`config.mk`:
```
export PLATFORM = sky130hd
export DESIGN_NAME = dbgst_top
export DESIGN_NICKNAME = d
export VERILOG_FILES = /design/src/dbgst_pkg.sv /design/src/dbgst_crc_status.sv /design/src/dbgst_status_flags.sv /design/src/dbgst_top.sv
export SDC_FILE = /design/constraint.sdc
export NUM_CORES = 1
export LEC_CHECK = 0
export BUFFER_PORTS_ARGS = -buffer_cell sky130_fd_sc_hd__buf_2
export CAP_MARGIN = 20
export CORE_ASPECT_RATIO = 1.75
export CORE_MARGIN = 2
export CORE_UTILIZATION = 44
export DETAILED_ROUTE_END_ITERATION = 10
export PLACE_DENSITY = 0.86
export SETUP_SLACK_MARGIN = 0.05
export SLEW_MARGIN = 20
export SYNTH_ARGS = -nofsm -noshare
export SYNTH_HDL_FRONTEND = slang
export SYNTH_SLANG_ARGS = --single-unit
```
`constraint.sdc`:
```
create_clock -name ref_clk -period 3.68 [get_ports ref_clk]
set_clock_uncertainty 0.15 [all_clocks]
set_input_delay 0.736 -clock ref_clk [delete_from_list [all_inputs] [get_ports ref_clk]]
set_output_delay 0.736 -clock ref_clk [all_outputs]
set_load 0.005 [all_outputs]
```
`src/dbgst_pkg.sv`:
```
`default_nettype none
package dbgst_pkg;

  // Register indices; the byte address is four times the index
  localparam logic [7:0] IDX_RESET_REQ = 8'h08;
  localparam logic [7:0] IDX_SYS_CTRL = 8'h0a;
  localparam logic [7:0] IDX_SYS_STATUS = 8'h0b;
  localparam logic [7:0] IDX_CRC_STATUS = 8'h0c;

  localparam int ADDR_W = 6;
  localparam int DATA_W = 32;

  // System control fields
  localparam int CTRL_CLK_REQ_BIT = 0;
  localparam int CTRL_UROW_DONE_BIT = 1;
  localparam logic CLK_REQ_DEFAULT = 1'b1;
  localparam logic UROW_DONE_RST = 1'b0;

  // System status fields
  localparam int STAT_BOOT_ERASE_BIT = 7;
  localparam int STAT_ERASE_FAIL_BIT = 6;
  localparam int STAT_RST_ACTIVE_BIT = 5;
  localparam int STAT_SLEEP_BIT = 4;
  localparam int STAT_PROG_BIT = 3;
  localparam int STAT_UROW_BIT = 2;
  localparam int STAT_BOOT_BIT = 1;
  localparam int STAT_LOCK_BIT = 0;
  localparam logic [7:0] SYS_STATUS_RST = 8'h01;

  // Reset request signatures
  localparam logic [7:0] RESET_REQ_RST = 8'h00;
  localparam logic [7:0] RST_SIG_RESET = 8'h59;
  localparam logic [7:0] RST_SIG_RUN = 8'h00;

  // CRC status codes
  localparam logic [2:0] CRC_CODE_OFF = 3'h0;
  localparam logic [2:0] CRC_CODE_BUSY = 3'h1;
  localparam logic [2:0] CRC_CODE_OK = 3'h2;
  localparam logic [2:0] CRC_CODE_FAIL = 3'h4;
  localparam logic [7:0] CRC_STATUS_RST = 8'h00;

  // AXI responses
  localparam logic [1:0] RESP_OKAY = 2'h0;
  localparam logic [1:0] RESP_SLVERR = 2'h2;

  typedef enum logic [3:0] {
    CRC_ST_OFF = 4'h1,
    CRC_ST_BUSY = 4'h2,
    CRC_ST_OK = 4'h4,
    CRC_ST_FAIL = 4'h8
  } dbgst_crc_state_t;

  function automatic logic [3:0] dbgst_word_idx(input logic [ADDR_W-1:0] addr);
    return addr[5:2];
  endfunction

  function automatic logic dbgst_is_mapped(input logic [3:0] idx);
    return (idx == IDX_RESET_REQ[3:0]) || (idx == IDX_SYS_CTRL[3:0]) ||
           (idx == IDX_SYS_STATUS[3:0]) || (idx == IDX_CRC_STATUS[3:0]);
  endfunction

endpackage
`default_nettype wire

```
`src/dbgst_crc_status.sv`:
```
`timescale 1ns/1ps
`default_nettype none
module dbgst_crc_status import dbgst_pkg::*; (
  // Clock and reset
  input wire logic ref_clk,
  input wire logic reset_n,
  // CRC engine state
  input wire logic crc_enabled,
  input wire logic crc_done,
  input wire logic crc_pass,
  // Status field
  output logic [2:0] crc_field
);

  dbgst_crc_state_t state_r;
  dbgst_crc_state_t state_nxt;

  always_comb begin
    state_nxt = state_r;
    case (state_r)
      CRC_ST_OFF: state_nxt = CRC_ST_BUSY;
      CRC_ST_BUSY: begin
        if (crc_done) begin
          state_nxt = crc_pass ? CRC_ST_OK : CRC_ST_FAIL;
        end
      end
      CRC_ST_OK: state_nxt = CRC_ST_OK;
      CRC_ST_FAIL: state_nxt = CRC_ST_FAIL;
      default: state_nxt = CRC_ST_OFF;
    endcase
    if (!crc_enabled) begin
      state_nxt = CRC_ST_OFF;
    end
  end

  always_ff @(posedge ref_clk or negedge reset_n) begin
    if (!reset_n) begin
      state_r <= CRC_ST_OFF;
    end else begin
      state_r <= state_nxt;
    end
  end

  // One-hot field straight from the state flops
  assign crc_field = (state_r == CRC_ST_BUSY) ? CRC_CODE_BUSY :
                     (state_r == CRC_ST_OK) ? CRC_CODE_OK :
                     (state_r == CRC_ST_FAIL) ? CRC_CODE_FAIL : CRC_CODE_OFF;

endmodule
`default_nettype wire

```
`src/dbgst_status_flags.sv`:
```
`timescale 1ns/1ps
`default_nettype none
module dbgst_status_flags import dbgst_pkg::*; (
  // Clock and reset
  input wire logic ref_clk,
  input wire logic reset_n,
  // System side
  input wire logic sys_reset_seen,
  input wire logic [2:0] sys_sleep_mode,
  input wire logic cpu_boot_done,
  input wire logic erase_fail_evt,
  input wire logic nvm_prog_ok,
  input wire logic userrow_prog_ok,
  input wire logic nvm_lock_bits,
  // Side effect of a status read
  input wire logic status_read_clr,
  // Status byte
  output logic [7:0] status_r
);

  logic [7:0] status_nxt;
  logic erase_nxt;
  logic boot_nxt;

  // A pending event wins over a clear in the same cycle
  assign erase_nxt = erase_fail_evt | (status_r[STAT_ERASE_FAIL_BIT] & !sys_reset_seen);
  assign boot_nxt = cpu_boot_done | (status_r[STAT_BOOT_BIT] & !sys_reset_seen);

  always_comb begin
    status_nxt = status_r;
    status_nxt[STAT_ERASE_FAIL_BIT] = erase_nxt;
    status_nxt[STAT_BOOT_BIT] = boot_nxt;
    status_nxt[STAT_BOOT_ERASE_BIT] = erase_nxt | boot_nxt;
    status_nxt[STAT_RST_ACTIVE_BIT] = sys_reset_seen | (status_r[STAT_RST_ACTIVE_BIT] & !status_read_clr);
    status_nxt[STAT_SLEEP_BIT] = (sys_sleep_mode != 3'h0);
    status_nxt[STAT_PROG_BIT] = nvm_prog_ok;
    status_nxt[STAT_UROW_BIT] = userrow_prog_ok;
    status_nxt[STAT_LOCK_BIT] = nvm_lock_bits;
  end

  always_ff @(posedge ref_clk or negedge reset_n) begin
    if (!reset_n) begin
      status_r <= SYS_STATUS_RST;
    end else begin
      status_r <= status_nxt;
    end
  end

endmodule
`default_nettype wire

```
`src/dbgst_top.sv`:
```
// Notes on behaviour
// - Clock request held high while bit set; the code raises it only while dbg_enable is also high
// - Writing zero drops the clock request
// - Clock request defaults high on enable
// - Bit 7 is erase-failed OR boot-complete
// - Erase-failed set on failure, cleared by reset
// - Reset-active reads one during system reset
// - Reading status clears the reset-active flag
// - Sleep flag high in idle or deeper
// - Bit 3 shows NVM programming may start
// - Bit 2 shows user row programming may start
// - Boot-complete set when CPU boot ends
// - No bridge access before boot completes
// - Lock flag follows device lock state
// - CRC field zero when CRC disabled
// - CRC field one-hot busy, pass, fail
// - Status resets to 0x01, all read-only
// - 0x59 holds system reset, 0x00 releases
// - User-row-done starts programming, needs key
//
// The AXI4-Lite slave port is this design's own decision.
`timescale 1ns/1ps
`default_nettype none
module dbgst_top import dbgst_pkg::*; (
  // Clock and reset
  input wire logic ref_clk,
  input wire logic reset_n,
  // AXI4-Lite write address
  input wire logic [ADDR_W-1:0] s_axi_awaddr,
  input wire logic s_axi_awvalid,
  output logic s_axi_awready,
  // AXI4-Lite write data
  input wire logic [DATA_W-1:0] s_axi_wdata,
  input wire logic [3:0] s_axi_wstrb,
  input wire logic s_axi_wvalid,
  output logic s_axi_wready,
  // AXI4-Lite write response
  output logic [1:0] s_axi_bresp,
  output logic s_axi_bvalid,
  input wire logic s_axi_bready,
  // AXI4-Lite read address
  input wire logic [ADDR_W-1:0] s_axi_araddr,
  input wire logic s_axi_arvalid,
  output logic s_axi_arready,
  // AXI4-Lite read data
  output logic [DATA_W-1:0] s_axi_rdata,
  output logic [1:0] s_axi_rresp,
  output logic s_axi_rvalid,
  input wire logic s_axi_rready,
  // Debug side state
  input wire logic dbg_enable,
  input wire logic userrow_key_ok,
  // System side state
  input wire logic sys_in_reset,
  input wire logic [2:0] sys_sleep_mode,
  input wire logic cpu_boot_done,
  input wire logic erase_fail_evt,
  input wire logic nvm_prog_ok,
  input wire logic userrow_prog_ok,
  input wire logic nvm_lock_bits,
  // CRC engine state
  input wire logic crc_enabled,
  input wire logic crc_done,
  input wire logic crc_pass,
  // Requests toward the system
  output logic sys_clock_request,
  output logic sys_reset_hold,
  output logic userrow_prog_start,
  output logic bridge_access_allow
);

  // Write channel capture
  logic aw_got_r;
  logic w_got_r;
  logic [ADDR_W-1:0] awaddr_q_r;
  logic [DATA_W-1:0] wdata_q_r;
  logic [3:0] wstrb_q_r;

  // Software-visible control state
  logic clk_req_r;
  logic urow_done_r;
  logic [7:0] reset_req_r;

  // Status sources
  logic [7:0] sys_status;
  logic [2:0] crc_field;

  // Write decode
  wire aw_hs = s_axi_awvalid & s_axi_awready;
  wire w_hs = s_axi_wvalid & s_axi_wready;
  wire wr_go = aw_got_r & w_got_r & !s_axi_bvalid;
  wire [3:0] wr_idx = dbgst_word_idx(awaddr_q_r);
  wire wr_mapped = dbgst_is_mapped(wr_idx);
  wire wr_lane0 = wr_go & wstrb_q_r[0];
  wire wr_ctrl = wr_lane0 & (wr_idx == IDX_SYS_CTRL[3:0]);
  wire wr_rstreq = wr_lane0 & (wr_idx == IDX_RESET_REQ[3:0]);
  wire [7:0] wr_byte = wdata_q_r[7:0];
  wire wr_sig_reset = wr_rstreq & (wr_byte == RST_SIG_RESET);
  wire wr_sig_run = wr_rstreq & (wr_byte == RST_SIG_RUN);
  wire wr_urow_ok = wr_ctrl & userrow_key_ok;

  // Read decode
  wire ar_hs = s_axi_arvalid & s_axi_arready;
  wire r_hs = s_axi_rvalid & s_axi_rready;
  wire [3:0] rd_idx = dbgst_word_idx(s_axi_araddr);
  wire rd_mapped = dbgst_is_mapped(rd_idx);
  wire rd_status = ar_hs & (rd_idx == IDX_SYS_STATUS[3:0]);
  wire [7:0] ctrl_byte = {6'h00, urow_done_r, clk_req_r};
  wire [7:0] rd_byte = (rd_idx == IDX_RESET_REQ[3:0]) ? reset_req_r :
                       (rd_idx == IDX_SYS_CTRL[3:0]) ? ctrl_byte :
                       (rd_idx == IDX_SYS_STATUS[3:0]) ? sys_status :
                       (rd_idx == IDX_CRC_STATUS[3:0]) ? {5'h00, crc_field} : 8'h00;

  // A reset held from the request register counts as a system reset
  wire sys_reset_seen = sys_in_reset | sys_reset_hold;

  // Clock request toward the system clock controller
  wire clk_req_nxt = !dbg_enable ? CLK_REQ_DEFAULT :
                     wr_ctrl ? wr_byte[CTRL_CLK_REQ_BIT] : clk_req_r;

  // Reset hold: reserved values keep the current hold state
  wire hold_nxt = wr_sig_reset ? 1'b1 : (wr_sig_run ? 1'b0 : sys_reset_hold);

  always_ff @(posedge ref_clk or negedge reset_n) begin
    if (!reset_n) begin
      aw_got_r <= 1'b0;
      awaddr_q_r <= '0;
    end else if (aw_hs) begin
      aw_got_r <= 1'b1;
      awaddr_q_r <= s_axi_awaddr;
    end else if (wr_go) begin
      aw_got_r <= 1'b0;
    end
  end

  always_ff @(posedge ref_clk or negedge reset_n) begin
    if (!reset_n) begin
      w_got_r <= 1'b0;
      wdata_q_r <= '0;
      wstrb_q_r <= '0;
    end else if (w_hs) begin
      w_got_r <= 1'b1;
      wdata_q_r <= s_axi_wdata;
      wstrb_q_r <= s_axi_wstrb;
    end else if (wr_go) begin
      w_got_r <= 1'b0;
    end
  end

  // Ready drops once a beat is held, so one write at a time is in flight
  always_ff @(posedge ref_clk or negedge reset_n) begin
    if (!reset_n) begin
      s_axi_awready <= 1'b0;
      s_axi_wready <= 1'b0;
    end else begin
      s_axi_awready <= !aw_got_r & !aw_hs & !s_axi_bvalid & !wr_go;
      s_axi_wready <= !w_got_r & !w_hs & !s_axi_bvalid & !wr_go;
    end
  end

  // Status and CRC registers take no write state at all
  always_ff @(posedge ref_clk or negedge reset_n) begin
    if (!reset_n) begin
      s_axi_bvalid <= 1'b0;
      s_axi_bresp <= RESP_OKAY;
    end else if (wr_go) begin
      s_axi_bvalid <= 1'b1;
      s_axi_bresp <= wr_mapped ? RESP_OKAY : RESP_SLVERR;
    end else if (s_axi_bvalid & s_axi_bready) begin
      s_axi_bvalid <= 1'b0;
    end
  end

  always_ff @(posedge ref_clk or negedge reset_n) begin
    if (!reset_n) begin
      s_axi_arready <= 1'b0;
      s_axi_rvalid <= 1'b0;
      s_axi_rdata <= '0;
      s_axi_rresp <= RESP_OKAY;
    end else if (ar_hs) begin
      s_axi_arready <= 1'b0;
      s_axi_rvalid <= 1'b1;
      s_axi_rdata <= {24'h000000, rd_byte};
      s_axi_rresp <= rd_mapped ? RESP_OKAY : RESP_SLVERR;
    end else if (r_hs) begin
      s_axi_rvalid <= 1'b0;
    end else begin
      s_axi_arready <= !s_axi_rvalid;
    end
  end

  always_ff @(posedge ref_clk or negedge reset_n) begin
    if (!reset_n) begin
      clk_req_r <= CLK_REQ_DEFAULT;
      sys_clock_request <= 1'b0;
    end else begin
      clk_req_r <= clk_req_nxt;
      sys_clock_request <= dbg_enable & clk_req_r;
    end
  end

  always_ff @(posedge ref_clk or negedge reset_n) begin
    if (!reset_n) begin
      reset_req_r <= RESET_REQ_RST;
      sys_reset_hold <= 1'b0;
    end else begin
      reset_req_r <= wr_rstreq ? wr_byte : reset_req_r;
      sys_reset_hold <= hold_nxt;
    end
  end

  // The done bit only moves once the user-row key is decoded
  always_ff @(posedge ref_clk or negedge reset_n) begin
    if (!reset_n) begin
      urow_done_r <= UROW_DONE_RST;
      userrow_prog_start <= 1'b0;
    end else begin
      urow_done_r <= wr_urow_ok ? wr_byte[CTRL_UROW_DONE_BIT] : urow_done_r;
      userrow_prog_start <= wr_urow_ok & wr_byte[CTRL_UROW_DONE_BIT];
    end
  end

  always_ff @(posedge ref_clk or negedge reset_n) begin
    if (!reset_n) begin
      bridge_access_allow <= 1'b0;
    end else begin
      bridge_access_allow <= sys_status[STAT_BOOT_BIT];
    end
  end

  dbgst_status_flags u_flags (
    .ref_clk(ref_clk),
    .reset_n(reset_n),
    .sys_reset_seen(sys_reset_seen),
    .sys_sleep_mode(sys_sleep_mode),
    .cpu_boot_done(cpu_boot_done),
    .erase_fail_evt(erase_fail_evt),
    .nvm_prog_ok(nvm_prog_ok),
    .userrow_prog_ok(userrow_prog_ok),
    .nvm_lock_bits(nvm_lock_bits),
    .status_read_clr(rd_status),
    .status_r(sys_status)
  );

  dbgst_crc_status u_crc (
    .ref_clk(ref_clk),
    .reset_n(reset_n),
    .crc_enabled(crc_enabled),
    .crc_done(crc_done),
    .crc_pass(crc_pass),
    .crc_field(crc_field)
  );
endmodule
`default_nettype wire

```
==> out/metrics.csv <==
metric;value;unit
PostCTS Resize Cnt;0;
placed instance area;2818;um^2
die area;6447;um^2
Post-synth top cells;53 x dfrtp_1, 26 x buf_4, 21 x mux2_2;
maximum VDD drop;0.3578;mV
fmax;0.5635;GHz
final net count;340;
Syn Area/Cell;12.03;um^2
clk sinks;56;
Seq cells post-synth;56;
CP Cell Sequence;buf_2, nor4_2, a221o_1;
gr ovfl total;0;
pre-CTS setup slack;1.610;ns
Setup-failing EPs final;0;
static leakage;0.001450;uW
first-pass GRT wire length;7990;um
data required time of the critical path;3.77;ns
Setup TNS;0;ns
unrepaired setup endpoints after global routing;no;
most frequent cell after synthesis;dfrtp_1;
worst reg-to-reg setup slack;1.93;ns
Psw;538.0;uW
CTS root buf;clkbuf_8;
share of cells above drive strength 1;34.19;%
post-placement cell count;340;
WP data arrival;1.87;ns
Synth cell types;46;
starting density of the core;45.68;%
sequential area share after synthesis;55.08;%
DRC Markers;0;
DR pass1 iterations;4;
outcome;finished, final reports clean;
final period utilization;48.23;%
synth top area cells;dfrtp_1 52%, mux2_2 9.3%, buf_4 7.7%, a221o_1 3.1%, dfstp_2 3.1%;
Rows;36;
R2R cell count;3;
CP delay by family, top;simple AND/OR/NAND/NOR gates;
IO Port Bufs;56;
area leader, netlist;dfrtp_1;
# IOs;114;
Worst Max-Slew Pin Slew;0.7680;ns
initial antenna violation count;0;
Logic pwr share;23.5;%
number of global-route vias before repair;1768;
post-layout min period;1.775;ns
Pint;1227;uW
crit-path max cell delay;0.71;ns
Synth-to-Final Area Change;14.96;%
top_reg_cell synth;dfrtp_1;
Detail Route Antenna Nets;0;
CP Max Fanout;8;
CTS tree;built;
slowest cell on the critical path;nor4_2;
Hold Violations, Final;0;
routability cong.;0.8127;
GRT Util Overall;16.30;%
CP Launch Type;primary input;
sw frac;30.47;%
Rel. slew slack;48.37;%
clock latency at the later pin of the worst-skew pair;0.30;ns
setup repair bufs after CTS;0;
largest net degree at the start of global routing;32;
WP buf/inv;1;
Clock Power Share;22.9;%
maximum clock insertion buffer count;2;
Async SR Flop Fraction;100.0;%
Worst Setup End Kind;flop;
clock slew at the register clock pins of the worst setup and hold paths;0.10;ns
H-tree Lvls;2;
number of synthesized flops with an enable pin;0;
final std cells w/o fill;348;
Crit Path Class;primary input to flop;
final WL;4881;um
n_diodes;0;
Core ar.;5585;um^2
TritonCTS Buffers;5;
Power Density;602.0;nW/um^2
HP Class;primary input to asynchronous set/reset pin;
final setup margin;1.905;ns
die width;61.56;um
Vias/cell;5.049;
WL/cell;14.03;um
Finished Cell Area;2933;um^2
synthesized instance count;212;
sequential power share;53.6;%
initial drt markers;98;
cts hold-fix bufs;0;
Synth top area share;51.99;%
Post-Syn Area;2551;um^2
Final Max Slew Viols;0;
overall via count from detail_route;1757;
worst reg2reg path startpoint;awaddr_q_r[3];
number of max-cap violations;0;
Worst R2R End;sys_reset_hold;
Ys Warns;0;
Die Y-Extent;104.7;um
hpwl dp;3751;um
[cell usage in the layout, fill, tap and decap left out, types with 2 or more instances in the layout]
cell	instances
conb_1	26
nor3_1	3
buf_2	56
a211oi_1	2
dfstp_2	3
and3_1	3
or4_1	2
nand2b_1	2
o21ai_0	5
a21o_1	3
and2_1	10
a22o_1	2
mux2_2	21
a221o_1	8
nand2_1	10
a21oi_1	10
nor3b_1	5
inv_1	9
nor4b_1	5
dfrtp_1	53
clkbuf_8	5
[state kept, by name (all words and copies together) (netlist names), 4 cells and up]
| name | flops |
|---|---|
| reset_req_r | 8 |
| s_axi_rdata | 8 |
| u_flags.status_r | 8 |
| wdata_q_r | 8 |
| awaddr_q_r | 4 |
| u_crc.state_r | 4 |
[worst reg2reg max path: cells and delay by family, from the launching register on]
family | cells | cell delay, ns
AOI/OAI and AO/OA | 2 | 0.47
DFF | 1 | 0.44
and+or+nand+nor | 1 | 0.57
[cell families after synthesis]
group,share of synthesized area [%]
xor+xnor,0.3434
buf+inv,9.563
compound gates,10.64
other cells,0.1470
flops,55.08
mux,10.10
simple gates,14.13
[layout make-up]
type | instances | area (um^2)
timing repair buffer | 57 | 287.8
inverter | 9 | 33.78
fill | 501 | 2653
multi-input combinational | 142 | 996.0
tap | 76 | 95.09
sequential | 56 | 1405
clock buffer | 5 | 68.82
clock inverter | 3 | 46.29
[worst max path at each step]
stage	start	end	slack [ns]	cells after the start
2_1_floorplan	s_axi_arvalid	s_axi_rdata[3]	1.87	4
3_3_place_gp	s_axi_araddr[3]	s_axi_rdata[1]	1.66	3
3_5_place_dp	s_axi_araddr[3]	s_axi_rdata[1]	1.61	3
4_1_cts	awaddr_q_r[3]	sys_reset_hold	1.90	3
5_1_grt	awaddr_q_r[2]	urow_done_r	1.82	3
6_report	s_axi_araddr[3]	s_axi_rdata[1]	1.91	3
[power groups by stage]
stage	registers [uW]	logic, uW	clock network, uW
6_report	946	416	404
5_1_grt	977	474	438
4_1_cts	946	421	411
3_5_place_dp	958	420	0
3_3_place_gp	947	402	0
2_1_floorplan	918	305	0
[metal layers]
| metal | GRT usage, % | wire [um] | part of all wire (%) |
|---|---|---|---|
| met2 | 28.65 | 2716 | 56 |
| met1 | 18.26 | 1808 | 37 |
| met5 | 0 | 0 | 0 |
| met4 | 6.079 | 81 | 1.7 |
| met3 | 3.465 | 274 | 5.6 |
[through the flow]
step           hold slack (ns)  power (uW)  utilization [%]
6_report                0.2555        1766            52.51
4_1_cts                 0.2741        1778            52.51
3_3_place_gp            0.2667        1348            50.45
3_5_place_dp            0.2688        1377            50.45
5_1_grt                 0.2925        1889            52.51
2_1_floorplan           0.2165        1223                -
No activity file was read; power rests on OpenSTA's default activity.
